===== src/dcfb_pkg.sv =====
package dcfb_pkg;

    // Configuration memory map, byte addresses in the table space.
    localparam logic [23:0] CFG_BASE_ADDR = 24'hf80000;
    localparam logic [23:0] SEG_PROT_ADDR = 24'hf80004;
    localparam logic [23:0] OSC_SEL_ADDR = 24'hf80006;
    localparam logic [23:0] OSC_CFG_ADDR = 24'hf80008;
    localparam logic [23:0] WDT_CFG_ADDR = 24'hf8000a;
    localparam logic [23:0] RST_CFG_ADDR = 24'hf8000c;
    localparam logic [23:0] DBG_CFG_ADDR = 24'hf8000e;
    localparam logic [23:0] DSLP_CFG_ADDR = 24'hf80010;
    localparam logic [23:0] DEV_ID_ADDR = 24'hff0000;

    // Word indices inside the fuse store.
    localparam int NUM_WORDS = 7;
    localparam logic [2:0] IDX_SEG_PROT = 3'h0;
    localparam logic [2:0] IDX_OSC_SEL = 3'h1;
    localparam logic [2:0] IDX_OSC_CFG = 3'h2;
    localparam logic [2:0] IDX_WDT_CFG = 3'h3;
    localparam logic [2:0] IDX_RST_CFG = 3'h4;
    localparam logic [2:0] IDX_DBG_CFG = 3'h5;
    localparam logic [2:0] IDX_DSLP_CFG = 3'h6;

    // Implemented-bit masks; the erased value of each word equals its mask.
    localparam logic [7:0] SEG_PROT_MASK = 8'h03;
    localparam logic [7:0] OSC_SEL_MASK = 8'h87;
    localparam logic [7:0] OSC_CFG_MASK = 8'hff;
    localparam logic [7:0] WDT_CFG_MASK = 8'hdf;
    localparam logic [7:0] RST_CFG_MASK = 8'he3 | 8'h08;
    localparam logic [7:0] DBG_CFG_MASK = 8'h03;
    localparam logic [7:0] DSLP_CFG_MASK = 8'hcf;

    // Field positions.
    localparam int CODE_PROT_BIT = 1;
    localparam int SEG_WRP_BIT = 0;
    localparam int TWO_SPEED_BIT = 7;
    localparam int CLK_SRC_LSB = 0;
    localparam int CLK_SW_LSB = 6;
    localparam int SOSC_PWR_BIT = 5;
    localparam int FREQ_RANGE_LSB = 3;
    localparam int CLK_OUT_BIT = 2;
    localparam int POSC_MODE_LSB = 0;
    localparam int WDT_HW_BIT = 7;
    localparam int WDT_WIN_BIT = 6;
    localparam int WDT_PRE_BIT = 4;
    localparam int WDT_POST_LSB = 0;
    localparam int RST_PIN_BIT = 7;
    localparam int BOR_LEVEL_LSB = 5;
    localparam int PWRT_BIT = 3;
    localparam int BOR_MODE_LSB = 0;
    localparam int DBG_PAIR_LSB = 0;
    localparam int DSWDT_BIT = 7;
    localparam int DSBOR_BIT = 6;
    localparam int DS_POST_LSB = 0;

    // Watchdog ratios and the deep-sleep prescale.
    localparam logic [7:0] WDT_PRE_LONG = 8'h80;
    localparam logic [7:0] WDT_PRE_SHORT = 8'h20;
    localparam logic [7:0] DS_PRESCALE = 8'h20;

    // Field encodings.
    typedef enum logic [2:0] {
        CLK_FAST_RC, CLK_FAST_RC_DIV_PLL, CLK_PRIMARY, CLK_PRIMARY_PLL,
        CLK_SECONDARY, CLK_LOW_POWER_RC, CLK_LP_FAST_RC_DIV, CLK_FAST_RC_DIV
    } dcfb_clk_src_type;
    typedef enum logic [1:0] {
        POSC_EXT_CLOCK, POSC_STD_CRYSTAL, POSC_HS_CRYSTAL, POSC_DISABLED
    } dcfb_posc_mode_type;
    typedef enum logic [1:0] {
        BOR_DISABLED, BOR_SOFTWARE, BOR_ACTIVE_ONLY, BOR_ALWAYS
    } dcfb_bor_mode_type;
    localparam logic [1:0] FREQ_RESERVED = 2'h0;
    localparam logic [1:0] DBG_PAIR_TWO = 2'h2;
    localparam logic [1:0] DBG_PAIR_THREE = 2'h1;

endpackage


===== src/dcfb_top.sv =====
`timescale 1ns/10ps
// How it works
// - Code-protect bit 1: 1 unprotected, 0 secured
// - Write-protect bit 0: 1 writable, 0 blocked
// - Protection bits erase high, programming only clears
// - Oscillator-select bit 7 enables two-speed start-up
// - Three-bit field picks start-up clock source
// - Switch field: 1x none, 01 switch, 00 both
// - Bit 5 selects secondary oscillator high power
// - Primary range field; code 00 reserved
// - Clock output only when enabled and mode 11/00
// - Primary mode: off, HS, XT, external clock
// - Watchdog bit 7 forces on, else software
// - Watchdog bit 6 zero selects windowed mode
// - Prescaler bit chooses divide 128 or 32
// - Watchdog postscale is two to field power
// - Reset-pin bit chooses reset or plain input
// - Brown-out mode: always, active, software, off
// - Reset word bit 3 enables power-up timer
// - Debug pins: 10 pair two, 01 pair three
// - Deep-sleep watchdog and deep-sleep brown-out enables
// - Deep-sleep postscale: prescale 32, four-power times two
// - Unimplemented bits always read as zero
// - Programmed reads zero; table access at fixed addresses
module dcfb_top #(
    parameter logic [7:0] FAMILY_ID = 8'h5a,  // Arbitrary value.
    parameter logic [7:0] DEVICE_ID = 8'ha5   // Arbitrary value.
) (
    // Clock, reset and power-on erase
    input wire logic sys_clk,
    input wire logic rst,
    input wire logic fuseRst,
    input wire logic bulkErase,

    // Table requests
    input wire logic [23:0] tblAddr,
    input wire logic tblRead,
    input wire logic tblWrite,
    input wire logic [7:0] tblWrData,
    input wire logic highVoltEntry,

    // Table answers
    output logic [23:0] tblRdData,
    output logic tblRdValid,
    output logic tblWrAck,

    // Runtime software enables
    input wire logic watchdogSwEn,
    input wire logic brownoutSwEn,

    // Segment protection
    output logic codeProtectOn,
    output logic segWriteAllowed,

    // Oscillator configuration
    output logic twoSpeedStartupEn,
    output dcfb_pkg::dcfb_clk_src_type startupClockSource,
    output logic clockSwitchEn,
    output logic failSafeMonitorEn,
    output logic secondaryOscHighPower,
    output logic [1:0] primaryFreqRange,
    output logic clockOutputOn,
    output dcfb_pkg::dcfb_posc_mode_type primaryOscMode,

    // Watchdog configuration
    output logic watchdogHwEn,
    output logic watchdogActive,
    output logic watchdogWindowEn,
    output logic [7:0] watchdogPrescale,
    output logic [3:0] watchdogPostscaleLog2,

    // Reset configuration
    output logic resetPinEn,
    output logic [1:0] brownoutLevelSel,
    output dcfb_pkg::dcfb_bor_mode_type brownoutMode,
    output logic brownoutActive,
    output logic powerupTimerEn,

    // Debug pins
    output logic progPinPairTwo,
    output logic progPinPairThree,

    // Deep sleep
    output logic deepSleepWatchdogEn,
    output logic deepSleepBrownoutEn,
    output logic [7:0] deepSleepPrescale,
    output logic [4:0] deepSleepPostscaleLog2,

    // Reserved code seen in the latched fields
    output logic configReserved
);
    import dcfb_pkg::*;

    // Fuse store contents.
    logic [7:0] fuseWord [NUM_WORDS];

    // Table answer registers.
    logic [23:0] rdData_reg;
    logic rdValid_reg;
    logic wrAck_reg;

    // Latched copies of the configuration words.
    logic [7:0] segProt_reg;
    logic [7:0] oscSel_reg;
    logic [7:0] oscCfg_reg;
    logic [7:0] wdtCfg_reg;
    logic [7:0] rstCfg_reg;
    logic [7:0] dbgCfg_reg;
    logic [7:0] dslpCfg_reg;

    // Maps a table address onto a fuse word index; hit is low on a miss.
    function automatic logic [3:0] addrToIdx(input logic [23:0] addr);
        case (addr)
            SEG_PROT_ADDR: addrToIdx = {1'b1, IDX_SEG_PROT};
            OSC_SEL_ADDR: addrToIdx = {1'b1, IDX_OSC_SEL};
            OSC_CFG_ADDR: addrToIdx = {1'b1, IDX_OSC_CFG};
            WDT_CFG_ADDR: addrToIdx = {1'b1, IDX_WDT_CFG};
            RST_CFG_ADDR: addrToIdx = {1'b1, IDX_RST_CFG};
            DBG_CFG_ADDR: addrToIdx = {1'b1, IDX_DBG_CFG};
            DSLP_CFG_ADDR: addrToIdx = {1'b1, IDX_DSLP_CFG};
            default: addrToIdx = 4'h0;
        endcase
    endfunction

    // Implemented-bit mask of a word index.
    function automatic logic [7:0] idxMask(input logic [2:0] idx);
        case (idx)
            IDX_SEG_PROT: idxMask = SEG_PROT_MASK;
            IDX_OSC_SEL: idxMask = OSC_SEL_MASK;
            IDX_OSC_CFG: idxMask = OSC_CFG_MASK;
            IDX_WDT_CFG: idxMask = WDT_CFG_MASK;
            IDX_RST_CFG: idxMask = RST_CFG_MASK;
            IDX_DBG_CFG: idxMask = DBG_CFG_MASK;
            IDX_DSLP_CFG: idxMask = DSLP_CFG_MASK;
            default: idxMask = 8'h00;
        endcase
    endfunction

    // Address decode for the table port.
    wire [3:0] decodeHit = addrToIdx(tblAddr);
    wire cfgHit = decodeHit[3];
    wire [2:0] cfgIdx = decodeHit[2:0];
    wire idHit = (tblAddr == DEV_ID_ADDR);
    wire [7:0] cfgMask = idxMask(cfgIdx);

    // Only configuration words accept programming; the identifier is fixed.
    wire progStrobe = tblWrite && cfgHit;

    // The reset-pin bit is frozen unless the part entered programming through
    // the high-voltage path, so a low-voltage entry can never be locked out.
    wire rstPinGuard = (cfgIdx == IDX_RST_CFG) && !highVoltEntry;
    wire [7:0] rstPinBitMask = 8'h01 << RST_PIN_BIT;
    wire [7:0] keepMask = ~cfgMask | (rstPinGuard ? rstPinBitMask : 8'h00);

    dcfb_fuse_store u_store (
        .sys_clk(sys_clk),
        .fuseRst(fuseRst),
        .bulkErase(bulkErase),
        .progStrobe(progStrobe),
        .progIdx(cfgIdx),
        .progData(tblWrData),
        .progKeep(keepMask),
        .wordOut(fuseWord)
    );

    // A configuration word fills the low byte; its unimplemented bits and the
    // upper two bytes read zero.
    wire [7:0] cfgReadByte = fuseWord[cfgIdx] & cfgMask;
    wire [23:0] cfgReadWord = {16'h0000, cfgReadByte};

    // The identifier's top byte is unimplemented and reads zero.
    wire [23:0] idReadWord = {8'h00, FAMILY_ID, DEVICE_ID};

    // Unmapped addresses read zero rather than a stale word.
    wire [23:0] readMux = cfgHit ? cfgReadWord :
                          idHit ? idReadWord : 24'h000000;

    // Table read data is registered and held until the next read.
    always_ff @(posedge sys_clk) begin
        if (rst) begin
            rdData_reg <= 24'h000000;
        end else if (tblRead) begin
            rdData_reg <= readMux;
        end
    end

    // Read valid is a one-cycle pulse in the cycle after the request.
    always_ff @(posedge sys_clk) begin
        if (rst) begin
            rdValid_reg <= 1'b0;
        end else begin
            rdValid_reg <= tblRead;
        end
    end

    // Write acknowledge pulses once for each accepted configuration write.
    always_ff @(posedge sys_clk) begin
        if (rst) begin
            wrAck_reg <= 1'b0;
        end else begin
            wrAck_reg <= progStrobe;
        end
    end

    assign tblRdData = rdData_reg;
    assign tblRdValid = rdValid_reg;
    assign tblWrAck = wrAck_reg;

    // Segment word snapshot. Every snapshot is taken while reset is held and
    // frozen after, so a reprogrammed fuse only takes effect at the next
    // reset; that keeps the consumers free of glitches from a write in
    // mid-operation.
    always_ff @(posedge sys_clk) begin
        if (rst) begin
            segProt_reg <= fuseWord[IDX_SEG_PROT];
        end
    end

    // Oscillator selection word snapshot.
    always_ff @(posedge sys_clk) begin
        if (rst) begin
            oscSel_reg <= fuseWord[IDX_OSC_SEL];
        end
    end

    // Oscillator configuration word snapshot.
    always_ff @(posedge sys_clk) begin
        if (rst) begin
            oscCfg_reg <= fuseWord[IDX_OSC_CFG];
        end
    end

    // Watchdog word snapshot.
    always_ff @(posedge sys_clk) begin
        if (rst) begin
            wdtCfg_reg <= fuseWord[IDX_WDT_CFG];
        end
    end

    // Reset word snapshot.
    always_ff @(posedge sys_clk) begin
        if (rst) begin
            rstCfg_reg <= fuseWord[IDX_RST_CFG];
        end
    end

    // Debug pin word snapshot.
    always_ff @(posedge sys_clk) begin
        if (rst) begin
            dbgCfg_reg <= fuseWord[IDX_DBG_CFG];
        end
    end

    // Deep-sleep word snapshot.
    always_ff @(posedge sys_clk) begin
        if (rst) begin
            dslpCfg_reg <= fuseWord[IDX_DSLP_CFG];
        end
    end

    // Segment protection; a programmed bit reads zero and means protected.
    assign codeProtectOn = !segProt_reg[CODE_PROT_BIT];
    assign segWriteAllowed = segProt_reg[SEG_WRP_BIT];

    // Start-up clock selection.
    assign twoSpeedStartupEn = oscSel_reg[TWO_SPEED_BIT];
    assign startupClockSource =
        dcfb_clk_src_type'(oscSel_reg[CLK_SRC_LSB +: 3]);

    // Clock switching: the upper bit set disables both features.
    wire [1:0] clkSwField = oscCfg_reg[CLK_SW_LSB +: 2];
    assign clockSwitchEn = !clkSwField[1];
    assign failSafeMonitorEn = (clkSwField == 2'h0);

    // Secondary oscillator drive and primary range.
    assign secondaryOscHighPower = oscCfg_reg[SOSC_PWR_BIT];
    assign primaryFreqRange = oscCfg_reg[FREQ_RANGE_LSB +: 2];
    wire freqReserved = (primaryFreqRange == FREQ_RESERVED);

    // Primary oscillator mode.
    assign primaryOscMode =
        dcfb_posc_mode_type'(oscCfg_reg[POSC_MODE_LSB +: 2]);

    // The clock output pin is shared with the crystal, so it is only driven
    // when the crystal drivers are idle.
    wire oscPinFree = (primaryOscMode == POSC_DISABLED) ||
                      (primaryOscMode == POSC_EXT_CLOCK);
    assign clockOutputOn = oscCfg_reg[CLK_OUT_BIT] && oscPinFree;

    // Watchdog; the software enable only counts when the fuse leaves it free.
    assign watchdogHwEn = wdtCfg_reg[WDT_HW_BIT];
    assign watchdogActive = watchdogHwEn || watchdogSwEn;

    // Watchdog window and timing ratios.
    assign watchdogWindowEn = !wdtCfg_reg[WDT_WIN_BIT];
    assign watchdogPrescale =
        wdtCfg_reg[WDT_PRE_BIT] ? WDT_PRE_LONG : WDT_PRE_SHORT;
    assign watchdogPostscaleLog2 = wdtCfg_reg[WDT_POST_LSB +: 4];

    // Reset pin function.
    assign resetPinEn = rstCfg_reg[RST_PIN_BIT];

    // Brown-out level and mode, and the power-up timer.
    assign brownoutLevelSel = rstCfg_reg[BOR_LEVEL_LSB +: 2];
    assign brownoutMode =
        dcfb_bor_mode_type'(rstCfg_reg[BOR_MODE_LSB +: 2]);
    assign powerupTimerEn = rstCfg_reg[PWRT_BIT];

    // Brown-out enable while awake; sleep gating is left to the consumer
    // through brownoutMode, since sleep state is not visible here.
    logic borAwake;
    always_comb begin
        case (brownoutMode)
            BOR_ALWAYS: borAwake = 1'b1;
            BOR_ACTIVE_ONLY: borAwake = 1'b1;
            BOR_SOFTWARE: borAwake = brownoutSwEn;
            BOR_DISABLED: borAwake = 1'b0;
            default: borAwake = 1'b0;
        endcase
    end
    assign brownoutActive = borAwake;

    // Programming pin pair; reserved codes select neither pair.
    wire [1:0] dbgField = dbgCfg_reg[DBG_PAIR_LSB +: 2];
    assign progPinPairTwo = (dbgField == DBG_PAIR_TWO);
    assign progPinPairThree = (dbgField == DBG_PAIR_THREE);

    // Codes 00 and 11 are reserved; catch them for the flag below.
    wire dbgReserved = !progPinPairTwo && !progPinPairThree;

    // Deep-sleep enables; the brown-out bit has no effect outside deep sleep.
    assign deepSleepWatchdogEn = dslpCfg_reg[DSWDT_BIT];
    assign deepSleepBrownoutEn = dslpCfg_reg[DSBOR_BIT];

    // Deep-sleep watchdog: ratio is 2 * 4^n, so its log2 is 2n + 1.
    wire [3:0] dsField = dslpCfg_reg[DS_POST_LSB +: 4];
    assign deepSleepPrescale = DS_PRESCALE;
    assign deepSleepPostscaleLog2 = {dsField, 1'b1};

    // Flags a reserved code so firmware or test can spot a bad image.
    assign configReserved = freqReserved || dbgReserved;

endmodule


===== src/dcfb_fuse_store.sv =====
`timescale 1ns/10ps
// Non-volatile configuration words: programming only clears bits, an
// erase returns every implemented bit to one.
module dcfb_fuse_store (
    // Clock and power-on erase
    input wire logic sys_clk,
    input wire logic fuseRst,
    input wire logic bulkErase,
    // Program port
    input wire logic progStrobe,
    input wire logic [2:0] progIdx,
    input wire logic [7:0] progData,
    input wire logic [7:0] progKeep,
    // Stored words
    output logic [7:0] wordOut [dcfb_pkg::NUM_WORDS]
);
    import dcfb_pkg::*;

    logic [7:0] mem_reg [NUM_WORDS];

    // Erased value of each word; unimplemented bits stay zero.
    function automatic logic [7:0] erasedWord(input int idx);
        case (idx)
            0: erasedWord = SEG_PROT_MASK;
            1: erasedWord = OSC_SEL_MASK;
            2: erasedWord = OSC_CFG_MASK;
            3: erasedWord = WDT_CFG_MASK;
            4: erasedWord = RST_CFG_MASK;
            5: erasedWord = DBG_CFG_MASK;
            6: erasedWord = DSLP_CFG_MASK;
            default: erasedWord = 8'h00;
        endcase
    endfunction

    // A write may clear a bit but never set it back; erase is the only way up.
    always_ff @(posedge sys_clk) begin
        for (int i = 0; i < NUM_WORDS; i++) begin
            if (fuseRst || bulkErase) begin
                mem_reg[i] <= erasedWord(i);
            end else if (progStrobe && progIdx == i[2:0]) begin
                mem_reg[i] <= mem_reg[i] & (progData | progKeep);
            end
        end
    end

    assign wordOut = mem_reg;

endmodule


===== config.mk =====
export PLATFORM = sky130hd
export DESIGN_NAME = dcfb_top
export DESIGN_NICKNAME = d
export VERILOG_FILES = /design/src/dcfb_pkg.sv /design/src/dcfb_top.sv /design/src/dcfb_fuse_store.sv
export SDC_FILE = /design/constraint.sdc
export NUM_CORES = 1
export LEC_CHECK = 0
export ABC_AREA = 1
export ABC_CLOCK_PERIOD_IN_PS = 2300
export BUFFER_PORTS_ARGS = -buffer_cell sky130_fd_sc_hd__buf_2
export CAP_MARGIN = 20
export CORE_ASPECT_RATIO = 0.8
export CORE_MARGIN = 4
export CORE_UTILIZATION = 45
export CTS_BUF_LIST = sky130_fd_sc_hd__clkbuf_16
export DETAILED_ROUTE_END_ITERATION = 7
export PLACE_DENSITY = 0.71
export SYNTH_ARGS = -nofsm -noshare
export SYNTH_HDL_FRONTEND = slang
export SYNTH_HIERARCHICAL = 1
export SYNTH_SLANG_ARGS = --single-unit
export TNS_END_PERCENT = 20

===== constraint.sdc =====
create_clock -name sys_clk -period 2.3 [get_ports sys_clk]
set_clock_uncertainty 0.2 [all_clocks]
set_input_delay 0.115 -clock sys_clk [delete_from_list [all_inputs] [get_ports sys_clk]]
set_output_delay 0.115 -clock sys_clk [all_outputs]
set_load 0.01 [all_outputs]

# Word level (Yosys, flattened, before mapping)
# Index checks and enable logic that the tools add are counted.
# Widths: inputs -> output; s select.
[classes]
order_cmp = 1
eq_ne = 20
muxes = 10
n_bitwise = 12
n_reduce_logical = 28
[op_table]
columns = ["cell", "n"]
rows = [
  ["$eq 24x24->1 const B", 8],
  ["$and 8x8->8", 8],
  ["$pmux 8 s6", 1],
  ["$mux 8", 4],
  ["$mux 15", 2],
  ["$pmux 4 s7", 1],
  ["$bmux 8 s3", 1],
  ["$or 8x8->8", 2],
  ["$logic_and 1x1->1", 11],
  ["$eq 3x3->1 const B", 3],
  ["$eq 2x2->1 const B", 4],
  ["$logic_not 2->1", 4],
  ["$not 8->8", 1],
  ["$eq 3x2->1 const B", 2],
  ["$logic_not 1->1", 6],
  ["$eq 2x1->1 const B", 2],
  ["$ge 4x4->1 const B", 1],
  ["$logic_or 1x1->1", 4],
  ["$not 3->4", 1],
  ["$reduce_or 2->1", 2],
  ["$eq 3x1->1 const B", 1],
  ["$logic_not 3->1", 1],
  ["$pmux 1 s3", 1],
]
[totals]
register_bits = 126
in_bits = 41
out_inout_bits = 80
wordCells = 88

# Depth between registers and ports, before layout
[depth]
ltp_word = 9
ltp_mapped = 18
depth_no_buf = 17

# Hierarchy
# Netlist, hierarchy kept.
[by_module_without_submodules]
columns = ["mod", "instances", "cells_each", "area_per_inst_um2", "seq_area_each_um2"]
rows = [
  ["dcfb_top", 1, 322, 2735.1, 1271.2],
  ["dcfb_fuse_store", 1, 303, 2123.3, 1121.1],
]

# Worst setup path after synthesis
# Ideal clock, no wire load.
[synth_timing]
path_kind = "input -> register"
startpoint = "in tblAddr[15]"
endpoint = "reg u_store.mem_reg, in the netlist u_store/wordOut[23]"
setup_ns = 0.116
arrival_time_ns = 1.735
required_time_ns = 1.984
slack_ns = 0.249
stages = 17
n_path_buf = 1
path_cell_list = "nor2_1 -> nand2_1 -> nor2_4 -> buf_6 -> nand2_4 -> nor2_4 -> inv_2 -> nand2_2 -> inv_2 -> nand2_2 -> nand2_1 -> a21oi_1 -> a31oi_1 -> nor2_1 -> nand3_1 -> nand2_1 -> nand2_1"
[synth_via]
elab_chain_len = 9
word_cells_on_any_way = 25
classes_between = "13 x eq/ne; 3 x mux; 4 x bitwise; 5 x reduce/logical"
[synth_lines]
columns = ["item", "line", "rtl"]
rows = [
  ["start: declaration", "dcfb_top.sv:36", "input wire logic [23:0] tblAddr,"],
  ["$eq 24x24->1", "dcfb_top.sv:113", "case (addr)"],
  ["$pmux 4 s7 (*)", "dcfb_top.sv:113", ""],
  ["$eq 3x3->1 or $logic_not 3->1 (tied branches)", "dcfb_top.sv:127", "case (idx)"],
  ["$reduce_or 2->1 (no line)", "-", ""],
  ["$pmux 8 s6", "dcfb_top.sv:127", ""],
  ["$not 8->8", "dcfb_top.sv:153", "wire [7:0] keepMask = ~cfgMask | (rstPinGuard ? rstPinBitMask : 8'h00);"],
  ["$or 8x8->8 (*)", "dcfb_top.sv:153", ""],
  ["named net keepMask[7]", "dcfb_top.sv:153", ""],
  ["$or 8x8->8 (*)", "dcfb_fuse_store.sv:41", "mem_reg[i] <= mem_reg[i] & (progData | progKeep);"],
  ["$and 8x8->8 (*)", "dcfb_fuse_store.sv:41", ""],
  ["end signal: indexed assignment", "dcfb_fuse_store.sv:39", "mem_reg[i] <= erasedWord(i);"],
  ["end signal: indexed assignment", "dcfb_fuse_store.sv:41", ""],
  ["end: declaration", "dcfb_fuse_store.sv:19", "logic [7:0] mem_reg [NUM_WORDS];"],
]
# The timed path passes the listed nets; every way through them passes the cells marked *.
# A chain may end at the register's enable or synchronous reset.

# Final worst setup path
[layout_timing]
startpoint = "in tblAddr[15]"
endpoint = "reg u_store.mem_reg, in the netlist u_store/wordOut[47]"
# The elaborated chain is that of the path after synthesis.

==> flow_summary.ini <==
[floorplanning]
die_h_um = 92.4
dieArea_um2 = 10500
core_um2 = 8600
die_w_um = 113
ioPinCount = 121
rows = 30
initial_core_util = 0.466

[clock_tree]
cts-root-buf = clkbuf_16
clock_path_buffers = 2
cts.repair.resized = 0
cts_max_level = 3
clk_latency_ps = 340
numCtsBuffers = 9
cts_tree = built
cts.clk_slew.worst_paths_ps = 60
cts.sink_count = 81

[setup_path]
required_ps = 2310
cp_max_fo = 7
reg2reg_to = tblRdData[0]
rrSetupSlack_ps = 1100
cp_slowest_cell = nor2_1
worstRegToRegCells = 5
path_cells = buf_2 > nor2_1 > nand2_1 > nor2_4 > nand4_1 > inv_1 > nor2_1 > nand2_2 > nand2_1 > a21oi_1 > a31oi_1 > nor2_1 > nand3_1 > nand2_1 > nand2_1
crit_path_frequent_cell = nand2_1
worstPathArrival_ps = 2010
end_kind = flip-flop
path_class = in -> reg
max_stage_delay_ps = 320
r2r-start = u_store/wordOut[16]
cp-start-kind = input port

[synth]
syn_area_per_cell_um2 = 8.14
syn_area_um2 = 4010
yosys_warnings = 6
syn_inst = 492

[routing]
routedWlPerCell_um = 14.3
via_per_inst = 4.98
drc = 0
first_pass_iters = 5
drt_iter0_markers = 268
postRouteAntennaNets = 0
drt-total-wl_um = 10300
num_vias = 3578

[grt]
antenna_found_initial = 0
grt_pass1_vias = 3407
grt.total_usage = 0.199
grt_pass1_wl_um = 16600
overflow = 0
grt_max_degree = 36

[timing]
slew_violations = 0
worst_pin_slew_ps = 630
setup_viol = 0
max_slew_margin = 0.578
hold_ws_ps = 27.1
period_share = 0.869
rsz0062_at_grt = false
fmax_ghz = 0.500
finalCriticalPeriod_ps = 2000
final-hold-violation-count = 0

[finish]
final_area_um2 = 4910
n_antenna_cell = 0
syn_to_final_growth_pct = 22.6
nNetsFinal = 645
largest_reg_flops = 35
drive_above_1_share = 0.272

[hold_path]
holdCritStartpoint = tblWrData[0]
hold_path.class = in -> reg
min_to = u_store/wordOut[0]
hold_depth = 5

[placed_design]
place.gp.congestion = 0.916
dp_hpwl_um = 7790
portBuffers = 93
postPlaceCellArea_um2 = 4520

[power_and_ir_drop]
leakage_nw = 2.36
ir_drop_uv = 364
power_density_nw_per_um2 = 622

[run]
maxCapViolCount = 0

[outcome]
outcome = finished, final reports clean
==> final cells by class <==
cell class                      count  area [um2]
Tap cell                          112         140
Timing Repair Buffer              121         726
Fill cell                         811        3680
Clock inverter                      7        70.1
Inverter                           50         188
Clock buffer                        9         225
Multi-Input combinational cell    339        1590
Sequential cell                    81        1970
==> per-stage QoR <==
| step | total power, mW | util | setup slack [ps] | instances | TNS, ps |
|---|---|---|---|---|---|
| 2_1_floorplan | 1.62 | - | 323 | 519 | 0 |
| 3_3_place_gp | 1.66 | 0.525 | 12.8 | 693 | 0 |
| 3_5_place_dp | 1.66 | 0.525 | -17.4 | 693 | -32.6 |
| 4_1_cts | 3.08 | 0.571 | 330 | 719 | 0 |
| 5_1_grt | 3.15 | 0.571 | 52.3 | 719 | 0 |
| 6_report | 3.06 | 0.571 | 301 | 719 | 0 |
==> power breakdown <==
part / switching, mW / leakage, nW / internal, mW
Clock: 0.575 / 0.141 / 0.838
Combinational: 0.0963 / 1.61 / 0.0521
Sequential: 0.000296 / 0.609 / 1.50
Total: 0.671 / 2.36 / 2.39
==> how the worst max path moves through the flow <==
stage / slack, ps / startpoint / cells after the start / to
6_report: 300 / tblAddr[15] / 15 / u_store/wordOut[47]
4_1_cts: 330 / tblAddr[15] / 15 / u_store/wordOut[47]
2_1_floorplan: 320 / tblAddr[15] / 17 / u_store/wordOut[23]
3_5_place_dp: -20 / tblAddr[15] / 15 / u_store/wordOut[23]
3_3_place_gp: 10 / tblAddr[7] / 17 / u_store/wordOut[47]
5_1_grt: 50 / tblAddr[15] / 15 / u_store/wordOut[47]
==> layout by cell type, fill, tap and decap left out, types with 9 or more instances in the layout <==
master and instances:
inv_1 37, dlygate4sd3_1 10, a21oi_1 18, buf_2 93, nor2_1 55, dfxtp_1 46, buf_4 16, nand3_1 58
clkbuf_16 9, edfxtp_1 35, conb_1 29, inv_2 12, nand2_1 122
==> metal layers <==
metal,up-vias,share of wire,track usage,routed length (um)
li1,1748,-,-,-
met1,1671,0.43,0.265,4410
met2,138,0.48,0.333,4960
met3,21,0.073,0.0405,755
met4,0,0.017,0.0490,172
met5,-,0,0,0
==> worst max-delay path: cells and delay by family <==
| kind | cells | cell delay, ps |
|---|---|---|
| AND/OR/NAND/NOR | 11 | 1440 |
| AO/OA/AOI/OAI | 2 | 260 |
| buffers and inverters | 2 | 180 |
==> timing repair <==
item	4_1_cts	5_1_grt
hold buffers	10	0
endpoints found under the hold margin	28	0
setup buffers	0	0
(Power assumes the default switching activity.)
